## src/stop_pkg.sv

```systemverilog
// Shared constants for the stop sequence selector
// Assumes a Wishbone classic slave with 32-bit data and byte addresses
package stop_pkg;
  // ==========================================
  // Register offsets (byte addresses)
  localparam logic [7:0] CTRL_OFS = 8'h00; // Settings and servo enable
  localparam logic [7:0] STAT_OFS = 8'h04; // Live stop state
  localparam logic [7:0] EVT_OFS = 8'h08; // Not decoded; reads zero like any unmapped offset
  // ==========================================
  // Control field positions
  localparam int OT_LSB = 0; // Overtravel setting, 2 bits
  localparam int AL_LSB = 4; // Alarm setting, 2 bits
  localparam int SO_LSB = 8; // Servo-off setting, 3 bits
  localparam int EN_BIT = 12; // Servo enable command
  // ==========================================
  // Reset values
  localparam logic [1:0] OT_RST = 2'h0;
  localparam logic [1:0] AL_RST = 2'h0;
  localparam logic [2:0] SO_RST = 3'h0;
  // Stop sequence phases
  typedef enum logic [2:0] {
    ST_RUN = 3'b000,
    ST_OT = 3'b001,
    ST_AL = 3'b010,
    ST_SO = 3'b011
  } stop_state_t;
endpackage

```

## src/pin_sync.sv

```systemverilog
// Two-flop synchroniser for a vector of pin inputs
// Assumes inputs are asynchronous to clk_i
`timescale 1ns/10ps
module pin_sync #(
  parameter int W = 3
) (
  input wire logic clk_i,
  input wire logic rst_i,
  input wire logic [W-1:0] d_i,
  output logic [W-1:0] q_o
);
  // ==========================================
  // Stages
  logic [W-1:0] meta_q; // Read only by the second stage
  // An empty vector has nothing to carry
  if (W < 1)
  begin : g_bad_width
    $error("pin_sync needs a width of at least 1");
  end
  // Both stages clear on reset
  always_ff @(posedge clk_i)
  begin
    if (rst_i)
    begin
      meta_q <= '0;
      q_o <= '0;
    end
    else
    begin
      meta_q <= d_i;
      q_o <= meta_q;
    end
  end
endmodule // pin_sync

```

## src/stop_sequence_selector.sv

```systemverilog
// Stop sequence selector: picks brake, coast or zero clamp on stop events
// Assumes Wishbone classic master on clk_i; pins arrive asynchronously
// Operation
// - Overtravel setting 0-2 on either inhibit
// - Setting 0: drop torque, dynamic brake
// - Setting 1: drop torque, coast freely
// - Setting 2: zero speed clamp deceleration
// - Alarm setting 0-3 on any trip
// - Alarm patterns brake/coast; always clear counter
// - Servo-off setting 0-7 on enable fall while running
// - Settings 4-7 repeat pattern, retain counter
`timescale 1ns/10ps
module stop_sequence_selector (
  input wire logic clk_i,
  input wire logic rst_i,
  input wire logic cyc_i,
  input wire logic stb_i,
  input wire logic we_i,
  input wire logic [7:0] adr_i,
  input wire logic [3:0] sel_i,
  input wire logic [31:0] dat_i,
  output logic [31:0] dat_o,
  output logic ack_o,
  input wire logic cw_drive_inhibit_i,
  input wire logic ccw_drive_inhibit_i,
  input wire logic servo_enable_in_i,
  input wire logic alarm_trip_i,
  input wire logic motor_stopped_i,
  output logic dynamic_brake_o,
  output logic torque_off_o,
  output logic cw_torque_block_o,
  output logic ccw_torque_block_o,
  output logic zero_clamp_o,
  output logic dev_clear_o
);
  // ==========================================
  // Synchronised pins
  logic cw_s, ccw_s, en_s; // Pins after two flops
  pin_sync #(.W(3)) u_sync (
    .clk_i(clk_i),
    .rst_i(rst_i),
    .d_i({cw_drive_inhibit_i, ccw_drive_inhibit_i, servo_enable_in_i}),
    .q_o({cw_s, ccw_s, en_s})
  );
  // ==========================================
  // Registers
  logic [1:0] ot_set_q; // Overtravel stop setting
  logic [1:0] al_set_q; // Alarm stop setting
  logic [2:0] so_set_q; // Servo-off stop setting
  logic sw_en_q; // Software servo enable, ANDed with pin
  logic en_q; // Last combined enable, for edge detect
  logic stopped_q; // Motor at standstill, registered
  stop_pkg::stop_state_t state_q; // Active stop sequence
  logic [2:0] seq_set_q; // Setting latched at entry
  logic en_now; // Combined enable level
  assign en_now = en_s & sw_en_q;
  // Brake pattern: bit0 coast in decel, bit1 coast after stop
  function automatic logic brake_sel(input logic [1:0] pat, input logic stopped);
    brake_sel = stopped ? ~pat[1] : ~pat[0];
  endfunction
  // ==========================================
  // Wishbone slave: one-cycle ack, unmapped reads zero
  always_ff @(posedge clk_i)
  begin
    if (rst_i)
    begin
      ack_o <= 1'b0;
      dat_o <= 32'h0;
      ot_set_q <= stop_pkg::OT_RST;
      al_set_q <= stop_pkg::AL_RST;
      so_set_q <= stop_pkg::SO_RST;
      sw_en_q <= 1'b0;
    end
    else
    begin
      ack_o <= cyc_i & stb_i & ~ack_o;
      dat_o <= 32'h0;
      if (cyc_i && stb_i && !ack_o)
      begin
        if (we_i && adr_i == stop_pkg::CTRL_OFS)
        begin
          if (sel_i[0])
          begin
            // Out-of-range overtravel values are refused
            if (dat_i[stop_pkg::OT_LSB +: 2] != 2'h3)
              ot_set_q <= dat_i[stop_pkg::OT_LSB +: 2];
            al_set_q <= dat_i[stop_pkg::AL_LSB +: 2];
          end
          if (sel_i[1])
          begin
            so_set_q <= dat_i[stop_pkg::SO_LSB +: 3];
            sw_en_q <= dat_i[stop_pkg::EN_BIT];
          end
        end
        else if (!we_i)
        begin
          case (adr_i)
            stop_pkg::CTRL_OFS: dat_o <= {19'h0, sw_en_q, 1'b0, so_set_q, 2'h0, al_set_q, 2'h0, ot_set_q};
            stop_pkg::STAT_OFS: dat_o <= {24'h0, zero_clamp_o, dev_clear_o, torque_off_o,
                                          dynamic_brake_o, 1'b0, state_q};
            default: dat_o <= 32'h0;
          endcase
        end
      end
    end
  end
  // ==========================================
  // Sequence selection
  always_ff @(posedge clk_i)
  begin
    if (rst_i)
    begin
      state_q <= stop_pkg::ST_RUN;
      seq_set_q <= 3'h0;
      en_q <= 1'b0;
      stopped_q <= 1'b0;
    end
    else
    begin
      en_q <= en_now;
      stopped_q <= motor_stopped_i;
      if (alarm_trip_i && state_q != stop_pkg::ST_AL)
      begin
        // Alarm preempts any other sequence
        state_q <= stop_pkg::ST_AL;
        seq_set_q <= {1'b0, al_set_q};
      end
      else
      begin
        case (state_q)
          stop_pkg::ST_RUN:
          begin
            if (en_q && !en_now)
            begin
              state_q <= stop_pkg::ST_SO;
              seq_set_q <= so_set_q;
            end
            else if (cw_s || ccw_s)
            begin
              state_q <= stop_pkg::ST_OT;
              seq_set_q <= {1'b0, ot_set_q};
            end
          end
          // Overtravel ends once both inhibits release
          stop_pkg::ST_OT: if (!cw_s && !ccw_s) state_q <= stop_pkg::ST_RUN;
          // Alarm held until trip clears and enable is low
          stop_pkg::ST_AL: if (!alarm_trip_i && !en_now) state_q <= stop_pkg::ST_RUN;
          // Servo-off ends when enable returns
          stop_pkg::ST_SO: if (en_now) state_q <= stop_pkg::ST_RUN;
          default: state_q <= stop_pkg::ST_RUN;
        endcase
      end
    end
  end
  // ==========================================
  // Drive outputs from the latched setting
  always_ff @(posedge clk_i)
  begin
    if (rst_i)
    begin
      dynamic_brake_o <= 1'b0;
      torque_off_o <= 1'b0;
      cw_torque_block_o <= 1'b0;
      ccw_torque_block_o <= 1'b0;
      zero_clamp_o <= 1'b0;
      dev_clear_o <= 1'b0;
    end
    else
    begin
      dynamic_brake_o <= 1'b0;
      torque_off_o <= 1'b0;
      cw_torque_block_o <= 1'b0;
      ccw_torque_block_o <= 1'b0;
      zero_clamp_o <= 1'b0;
      dev_clear_o <= 1'b0;
      case (state_q)
        stop_pkg::ST_OT:
        begin
          // Torque dropped only in the inhibited direction
          cw_torque_block_o <= cw_s & (seq_set_q[1:0] != 2'h2);
          ccw_torque_block_o <= ccw_s & (seq_set_q[1:0] != 2'h2);
          dynamic_brake_o <= (seq_set_q[1:0] == 2'h0);
          zero_clamp_o <= (seq_set_q[1:0] == 2'h2);
        end
        stop_pkg::ST_AL:
        begin
          torque_off_o <= 1'b1;
          dynamic_brake_o <= brake_sel(seq_set_q[1:0], stopped_q);
          dev_clear_o <= 1'b1;
        end
        stop_pkg::ST_SO:
        begin
          torque_off_o <= 1'b1;
          dynamic_brake_o <= brake_sel(seq_set_q[1:0], stopped_q);
          dev_clear_o <= ~seq_set_q[2];
        end
        default: ;
      endcase
    end
  end
  // ==========================================
  // Checks
  property p_alarm_prio;
    @(posedge clk_i) disable iff (rst_i) alarm_trip_i |=> state_q == stop_pkg::ST_AL;
  endproperty
  a_alarm_prio: assert property (p_alarm_prio) else $error("alarm not taken");
  property p_al_clear;
    @(posedge clk_i) disable iff (rst_i) state_q == stop_pkg::ST_AL |=> dev_clear_o;
  endproperty
  a_al_clear: assert property (p_al_clear) else $error("alarm counter not cleared");
  property p_so_entry;
    @(posedge clk_i) disable iff (rst_i)
      (state_q == stop_pkg::ST_RUN && en_q && !en_now && !alarm_trip_i) |=> state_q == stop_pkg::ST_SO;
  endproperty
  a_so_entry: assert property (p_so_entry) else $error("servo-off not entered");
  property p_so_retain;
    @(posedge clk_i) disable iff (rst_i)
      (state_q == stop_pkg::ST_SO && seq_set_q[2]) |=> !dev_clear_o;
  endproperty
  a_so_retain: assert property (p_so_retain) else $error("counter not retained");
  property p_ot_clamp;
    @(posedge clk_i) disable iff (rst_i)
      (state_q == stop_pkg::ST_OT && seq_set_q[1:0] == 2'h2) |=> zero_clamp_o && !dynamic_brake_o;
  endproperty
  a_ot_clamp: assert property (p_ot_clamp) else $error("zero clamp missing");
  property p_ot_brake;
    @(posedge clk_i) disable iff (rst_i)
      (state_q == stop_pkg::ST_OT && seq_set_q[1:0] == 2'h0) |=> dynamic_brake_o;
  endproperty
  a_ot_brake: assert property (p_ot_brake) else $error("overtravel brake missing");
  property p_ot_coast;
    @(posedge clk_i) disable iff (rst_i)
      (state_q == stop_pkg::ST_OT && seq_set_q[1:0] == 2'h1) |=> !dynamic_brake_o && !zero_clamp_o;
  endproperty
  a_ot_coast: assert property (p_ot_coast) else $error("overtravel coast wrong");
  property p_ot_entry;
    @(posedge clk_i) disable iff (rst_i)
      (state_q == stop_pkg::ST_RUN && (cw_s || ccw_s) && !alarm_trip_i && !(en_q && !en_now))
      |=> state_q == stop_pkg::ST_OT;
  endproperty
  a_ot_entry: assert property (p_ot_entry) else $error("overtravel not entered");
  property p_al_set;
    @(posedge clk_i) disable iff (rst_i)
      (alarm_trip_i && state_q != stop_pkg::ST_AL) |=> seq_set_q[1:0] == $past(al_set_q);
  endproperty
  a_al_set: assert property (p_al_set) else $error("alarm setting not latched");
  // Stored overtravel setting never holds the refused code 3
  property p_ot_range;
    @(posedge clk_i) disable iff (rst_i) ot_set_q != 2'h3;
  endproperty
  a_ot_range: assert property (p_ot_range) else $error("overtravel setting out of range");
  // Torque stays on in a direction whose inhibit is released
  property p_ot_dir_cw;
    @(posedge clk_i) disable iff (rst_i)
      (state_q == stop_pkg::ST_OT && !cw_s) |=> !cw_torque_block_o;
  endproperty
  a_ot_dir_cw: assert property (p_ot_dir_cw) else $error("clockwise torque blocked wrongly");
  // Same for the counter-clockwise side
  property p_ot_dir_ccw;
    @(posedge clk_i) disable iff (rst_i)
      (state_q == stop_pkg::ST_OT && !ccw_s) |=> !ccw_torque_block_o;
  endproperty
  a_ot_dir_ccw: assert property (p_ot_dir_ccw) else $error("counter-clockwise torque blocked wrongly");
  // Alarm decel phase: pattern bit 0 picks coast over brake
  property p_al_decel;
    @(posedge clk_i) disable iff (rst_i)
      (state_q == stop_pkg::ST_AL && !stopped_q) |=> dynamic_brake_o == !$past(seq_set_q[0]);
  endproperty
  a_al_decel: assert property (p_al_decel) else $error("alarm decel brake wrong");
  // Alarm after standstill: pattern bit 1 picks coast over brake
  property p_al_stop;
    @(posedge clk_i) disable iff (rst_i)
      (state_q == stop_pkg::ST_AL && stopped_q) |=> dynamic_brake_o == !$past(seq_set_q[1]);
  endproperty
  a_al_stop: assert property (p_al_stop) else $error("alarm standstill brake wrong");
  // Servo-off decel follows the same pattern bit as the alarm
  property p_so_decel;
    @(posedge clk_i) disable iff (rst_i)
      (state_q == stop_pkg::ST_SO && !stopped_q) |=> dynamic_brake_o == !$past(seq_set_q[0]);
  endproperty
  a_so_decel: assert property (p_so_decel) else $error("servo-off decel brake wrong");
  // Low servo-off settings clear the deviation counter
  property p_so_clear;
    @(posedge clk_i) disable iff (rst_i)
      (state_q == stop_pkg::ST_SO && !seq_set_q[2]) |=> dev_clear_o;
  endproperty
  a_so_clear: assert property (p_so_clear) else $error("servo-off counter not cleared");
  // Servo-off always removes torque and never clamps speed
  property p_so_torque;
    @(posedge clk_i) disable iff (rst_i) state_q == stop_pkg::ST_SO |=> torque_off_o && !zero_clamp_o;
  endproperty
  a_so_torque: assert property (p_so_torque) else $error("servo-off torque still on");
  // ==========================================
  // Idle and bus checks
  // Running motor sees neither torque off nor dynamic brake
  property p_run_idle;
    @(posedge clk_i) disable iff (rst_i) state_q == stop_pkg::ST_RUN |=> !torque_off_o && !dynamic_brake_o;
  endproperty
  a_run_idle: assert property (p_run_idle) else $error("stop action while running");
  // Ack is one cycle wide; a request held on is taken again every second cycle
  property p_ack_pulse;
    @(posedge clk_i) disable iff (rst_i) ack_o |=> !ack_o;
  endproperty
  a_ack_pulse: assert property (p_ack_pulse) else $error("ack held over two cycles");
  // Every taken request is answered on the next edge
  property p_ack_answer;
    @(posedge clk_i) disable iff (rst_i) (cyc_i && stb_i && !ack_o) |=> ack_o;
  endproperty
  a_ack_answer: assert property (p_ack_answer) else $error("request not acknowledged");
endmodule // stop_sequence_selector

```

## config.mk

```make
export PLATFORM = sky130hd
export DESIGN_NAME = stop_sequence_selector
export DESIGN_NICKNAME = d
export VERILOG_FILES = /design/src/stop_pkg.sv /design/src/pin_sync.sv /design/src/stop_sequence_selector.sv
export SDC_FILE = /design/constraint.sdc
export NUM_CORES = 1
export LEC_CHECK = 0
export BUFFER_PORTS_ARGS = -buffer_cell sky130_fd_sc_hd__buf_2
export CAP_MARGIN = 20
export CORE_MARGIN = 2
export CORE_UTILIZATION = 38
export DETAILED_ROUTE_END_ITERATION = 10
export GPL_TIMING_DRIVEN = 1
export PLACE_DENSITY = 0.74
export SYNTH_ARGS = -nofsm -noshare
export SYNTH_HDL_FRONTEND = slang
export SYNTH_SLANG_ARGS = --single-unit
```

## constraint.sdc

```tcl
create_clock -name clk_i -period 1.15 [get_ports clk_i]
set_input_delay 0.115 -clock clk_i [delete_from_list [all_inputs] [get_ports clk_i]]
set_output_delay 0.115 -clock clk_i [all_outputs]
set_load 0.01 [all_outputs]
```

After elaboration in Yosys (flattened, before gate mapping)
Index checks and enable logic that the tools add are counted.

storage, ports and cells
  ROM bits = 0
  output and inout port bits = 39
  input port bits = 54
  memories = 0
  word-level logic and storage cells = 93
  RAM bits = 0
  latch bits = 0
  bits in registers = 61

cells by class
  $lt $le $gt $ge = 0
  multiplexer cells = 16
  equal/unequal tests = 16
  multiply operators = 0
  $add $sub $neg = 0
  bitwise operators = 11
  reductions and logical operators = 30
  shift operators = 0
  div/mod/pow operators = 0

operators by type and width
  kind                count
  $pmux 13 s2         1
  $mux 3              7
  $ne 3x3->1 const B  4
  $pmux 3 s4          1
  $reduce_and 4->1    3
  $ne 2x2->1 const B  5
  $eq 8x3->1 const B  1
  $logic_not 8->1     1
  $logic_and 1x1->1   7
  $eq 3x2->1 const B  2
  $mux 2              3
  $not 1->1           6
  $reduce_and 3->1    2
  $reduce_or 2->1     3
  $and 1x1->1         5
  $logic_not 1->1     5
  $ne 4x4->1 const B  1
  $pmux 1 s2          2
  $reduce_and 2->1    2
  $reduce_bool 2->1   2
  $reduce_or 4->1     1
  $eq 3x1->1 const B  1
  $logic_not 3->1     1
  $ne 3x2->1 const B  1
  other kinds (5)     6

Longest topological paths before layout
  word-level depth = 6
  gate-level depth with buffers = 5
  mapped depth without buffers = 4

By module
A second synthesis with hierarchy kept.

unflattened totals
  cells, all modules = 159
  area, all modules = 1,560.2 um^2

by module, submodules not included
  module                  instances  cells each  area an instance (um^2)
  stop_sequence_selector  1          147         1,402.6
  pin_sync                1          12          157.7

Worst setup path before layout
No wires, ideal clock.

  path type = register to register
  start point = register ack_o
  end point = register ot_set_q[1]
  path slack = -0.136 ns
  library setup time = 0.079 ns
  arrival time = 1.207 ns
  required time = 1.071 ns
  cell stages (with the launch flop) = 5
  period minus slack after synthesis = 1.286 ns
  cell sequence = dfxtp_1 > and4b_1 > nand4_4 > or2_4 > a211oi_2

between the ends
  cells in the longest elaborated chain, start to end = 3

RTL lines
  element                     line                          source
  start, declared             stop_sequence_selector.sv:23  output logic ack_o,
  start signal, assigned      stop_sequence_selector.sv:76  ack_o <= cyc_i & stb_i & ~ack_o;
  $logic_not 1->1             stop_sequence_selector.sv:78  if (cyc_i && stb_i && !ack_o)
  $logic_and 1x1->1           stop_sequence_selector.sv:78
  $reduce_and 4->1 (no line)  -
  end signal, assigned        stop_sequence_selector.sv:69  ot_set_q <= stop_pkg::OT_RST;
  end signal, assigned        stop_sequence_selector.sv:86  ot_set_q <= dat_i[stop_pkg::OT_LSB +: 2];
  end, declared               stop_sequence_selector.sv:47  logic [1:0] ot_set_q;

Every way passes these cells.
A chain may end at the register's enable or synchronous reset.

Final worst setup path
Ends and elaborated chain as after synthesis.

==> out/qor.txt <==
Fin nets - 274
Final setup margin - -0.0744 ns
Seq cells post-synth - 38
Post-synthesis sequential area ratio - 0.486
Worst Path Max Fanout - 3
VDD IR-drop max - 0.726 mV
Total Wirelength - 2950 um
Vias in the first global route - 1048
CP max-delay cell - dfxtp_2
Synth Flop Type - dfxtp_1
Final Skew - 0.00649 ns
Critical path startpoint category - flip-flop
Post-DP HPWL - 2350 um
Final core occ - 0.504
Top Ports - 93
Worst path max stage delay - 0.32 ns
Yosys top cell area share - 0.486
Worst Path Required - 1.36 ns
Hold crit path type - input pin to flip-flop
Core Rows - 23
Max cap viols - 0
Die W - 68.2 um
Ant diodes - 0
PD cells - 1220 nW/um2
Syn Inst Count - 160
CP cell instances - and4b_2 > nand4_4 > or2_4 > a211oi_2
Post-synthesis cell area - 1560 um2
Failing checks - negative setup slack
CTS tree - yes
Die ar. - 4650 um2
Worst-path clk slew - 0.07 ns
RR Endpoint - ot_set_q[1]$_SDFFE_PP0P_
Area occupied by multi-input gates - 728 um2
Final period utilization - 1.06
Kind of critical path - flip-flop to flip-flop
Total CTS buffers - 5
Fmax - 817 MHz
FFs w/ async S/R, synth - 0
Yosys cell types - 36
Initial antenna violation count - 0
Initial core utilization - 0.394
Worst hold slack - 0.0252 ns
Arrival @ worst endpoint - 1.43 ns
Final setup fails - 14
Final Cell Area - 2000 um2
Placer Congestion - 0.908
Critical Path End - ot_set_q[1]$_SDFFE_PP0P_
Root Buffer - clkbuf_8
Global-route wire length before repair - 4480 um
Post-synth EDFFs - 0
Final hold vios - 0
CP Capture Type - flip-flop
Synth top area cells - dfxtp_1 (49%), buf_4 (11%), nor2_1 (4.8%), mux2i_1 (3.8%), nor2b_1 (3.2%)
I/O Buffers - 44
Die Y - 68.2 um
RSZ-0062 raised after global routing - yes
Gr ovfl total - 0
Clock Latency Late Sink - 0.28 ns
CTS max path bufs - 2
Syn Area/Cell - 9.78 um2
Critical R2R Launch - ack_o$_SDFF_PP0_
FILL cells - 391
Commonest cells after routing, fill and taps aside - buf_2 (44), dfxtp_1 (33), conb_1 (22)
DRT Pass-1 Iters - 4
Sequential cell area - 772 um2
Total number of vias - 1196
Status - finished, violations left
Worst setup startpoint - ack_o$_SDFF_PP0_
Iteration-0 DRC Markers - 32
Drt wl/cell - 11.0 um
Leakage power - 0.985 nW
Pre-CTS setup slack - -0.116 ns
Number of synthesis warnings - 0
R2R cell count - 4
Cell Area, Placed - 1850 um2
Drt via density - 4.45
DRC Markers - 0
Commonest non-fill, non-tap cell in the layout - buf_2
Sink Count - 38
Share of layout cells above drive strength 1 - 0.393
FF-to-FF setup slack - -0.07 ns
Core Footprint - 3970 um2
Yosys top cell by area - dfxtp_1
ANT nets after route - 0
Area grow syn2layout - 27.9%
Global Route Usage Sum - 0.134
Max Slew Vio Count - 0
H-tree Lvls - 2
Final Critical Period - 1.22 ns
Largest net degree at the start of global routing - 12
[Yosys cell counts, types with 2 or more instances]
library cell   n
a211oi_1       2
a22oi_1        4
a32o_1         2
a32oi_1        2
and2_1         3
and3_1         7
buf_2          2
buf_4         22
clkbuf_1       2
dfxtp_1       38
inv_1          6
mux2i_1        6
nand2_1        4
nand3_1        3
nor2_1        20
nor2b_1        8
nor3_1         5
nor4_4         2
o21ai_0        5
[kinds of logic (layout without fill, tap and decap cells)]
| group | count (synthesis) | count (layout) | synth area share |
|---|---|---|---|
| AND/OR/NAND/NOR | 60 | 60 | 0.230 |
| AO/OA/AOI/OAI | 23 | 23 | 0.112 |
| other | 1 | 22 | 0.00240 |
| flip-flops | 38 | 38 | 0.486 |
| multiplexers | 6 | 6 | 0.0384 |
| buffers and inverters | 32 | 70 | 0.131 |
[worst max-delay path, delay by kind of cell, from the launching register on]
kind            cells  cell delay (ns)
flops               1             0.32
simple gates        3             0.68
compound gates      1             0.16
[worst min path at each step]
stage | to | cells past startpoint | slack (ns) | from
4_1_cts | state_q[0]$_SDFFE_PP0P_ | 2 | 0.01 | alarm_trip_i
3_5_place_dp | state_q[0]$_SDFFE_PP0P_ | 2 | 0.32 | alarm_trip_i
5_1_grt | state_q[0]$_SDFFE_PP0P_ | 2 | 0.03 | alarm_trip_i
6_report | state_q[0]$_SDFFE_PP0P_ | 2 | 0.03 | alarm_trip_i
3_3_place_gp | u_sync.meta_q[0]$_SDFF_PP0_ | 2 | 0.32 | servo_enable_in_i
2_1_floorplan | u_sync.meta_q[1]$_SDFF_PP0_ | 1 | 0.19 | rst_i
[power breakdown]
| part | switching, mW | internal (mW) |
|---|---|---|
| clock | 0.401 | 0.461 |
| sequential | 0.0164 | 1.34 |
| combinational | 0.124 | 0.0934 |
| total | 0.542 | 1.89 |
[metrics by stage]
stage                     instances  TNS, ns  total power, mW
after floorplan                 181   -0.429             1.54
after global placement          262   -0.815             1.59
after detailed placement        262    -1.22             1.59
after CTS                       269   -0.586             2.48
after global routing            269    -1.65             2.55
final                           269   -0.664             2.43
[area by class of cell]
class,instances,share of cell area
Timing Repair Buffer,58,0.166
Inverter,6,0.0113
Multi-Input combinational cell,111,0.364
Sequential cell,38,0.386
Tap cell,50,0.0313
Clock buffer,6,0.0413
[flip-flops by register name, indices dropped and copies added, names as in the netlist, 2 cells and up]
signal	cells
u_sync.q_o	3
al_set_q	2
ot_set_q	2
u_sync.meta_q	3
seq_set_q	3
state_q	2
dat_o	10
so_set_q	3
[repair_timing]
action | in CTS | in global routing
setup endpoints to repair | 15 | 24
gates resized for setup | 9 | 12
buffers inserted | 1 | 0
hold buffers | 0 | 0
pin swaps | 6 | 4
[layer usage]
layer  track usage  up-vias  share of wire
li1              -      620              -
met1         0.143      531           0.42
met2         0.235       39           0.50
met3        0.0444        6          0.067
met4        0.0675        0          0.018
met5             0        -              0
Note: power is estimated with default switching activity, not from simulation.
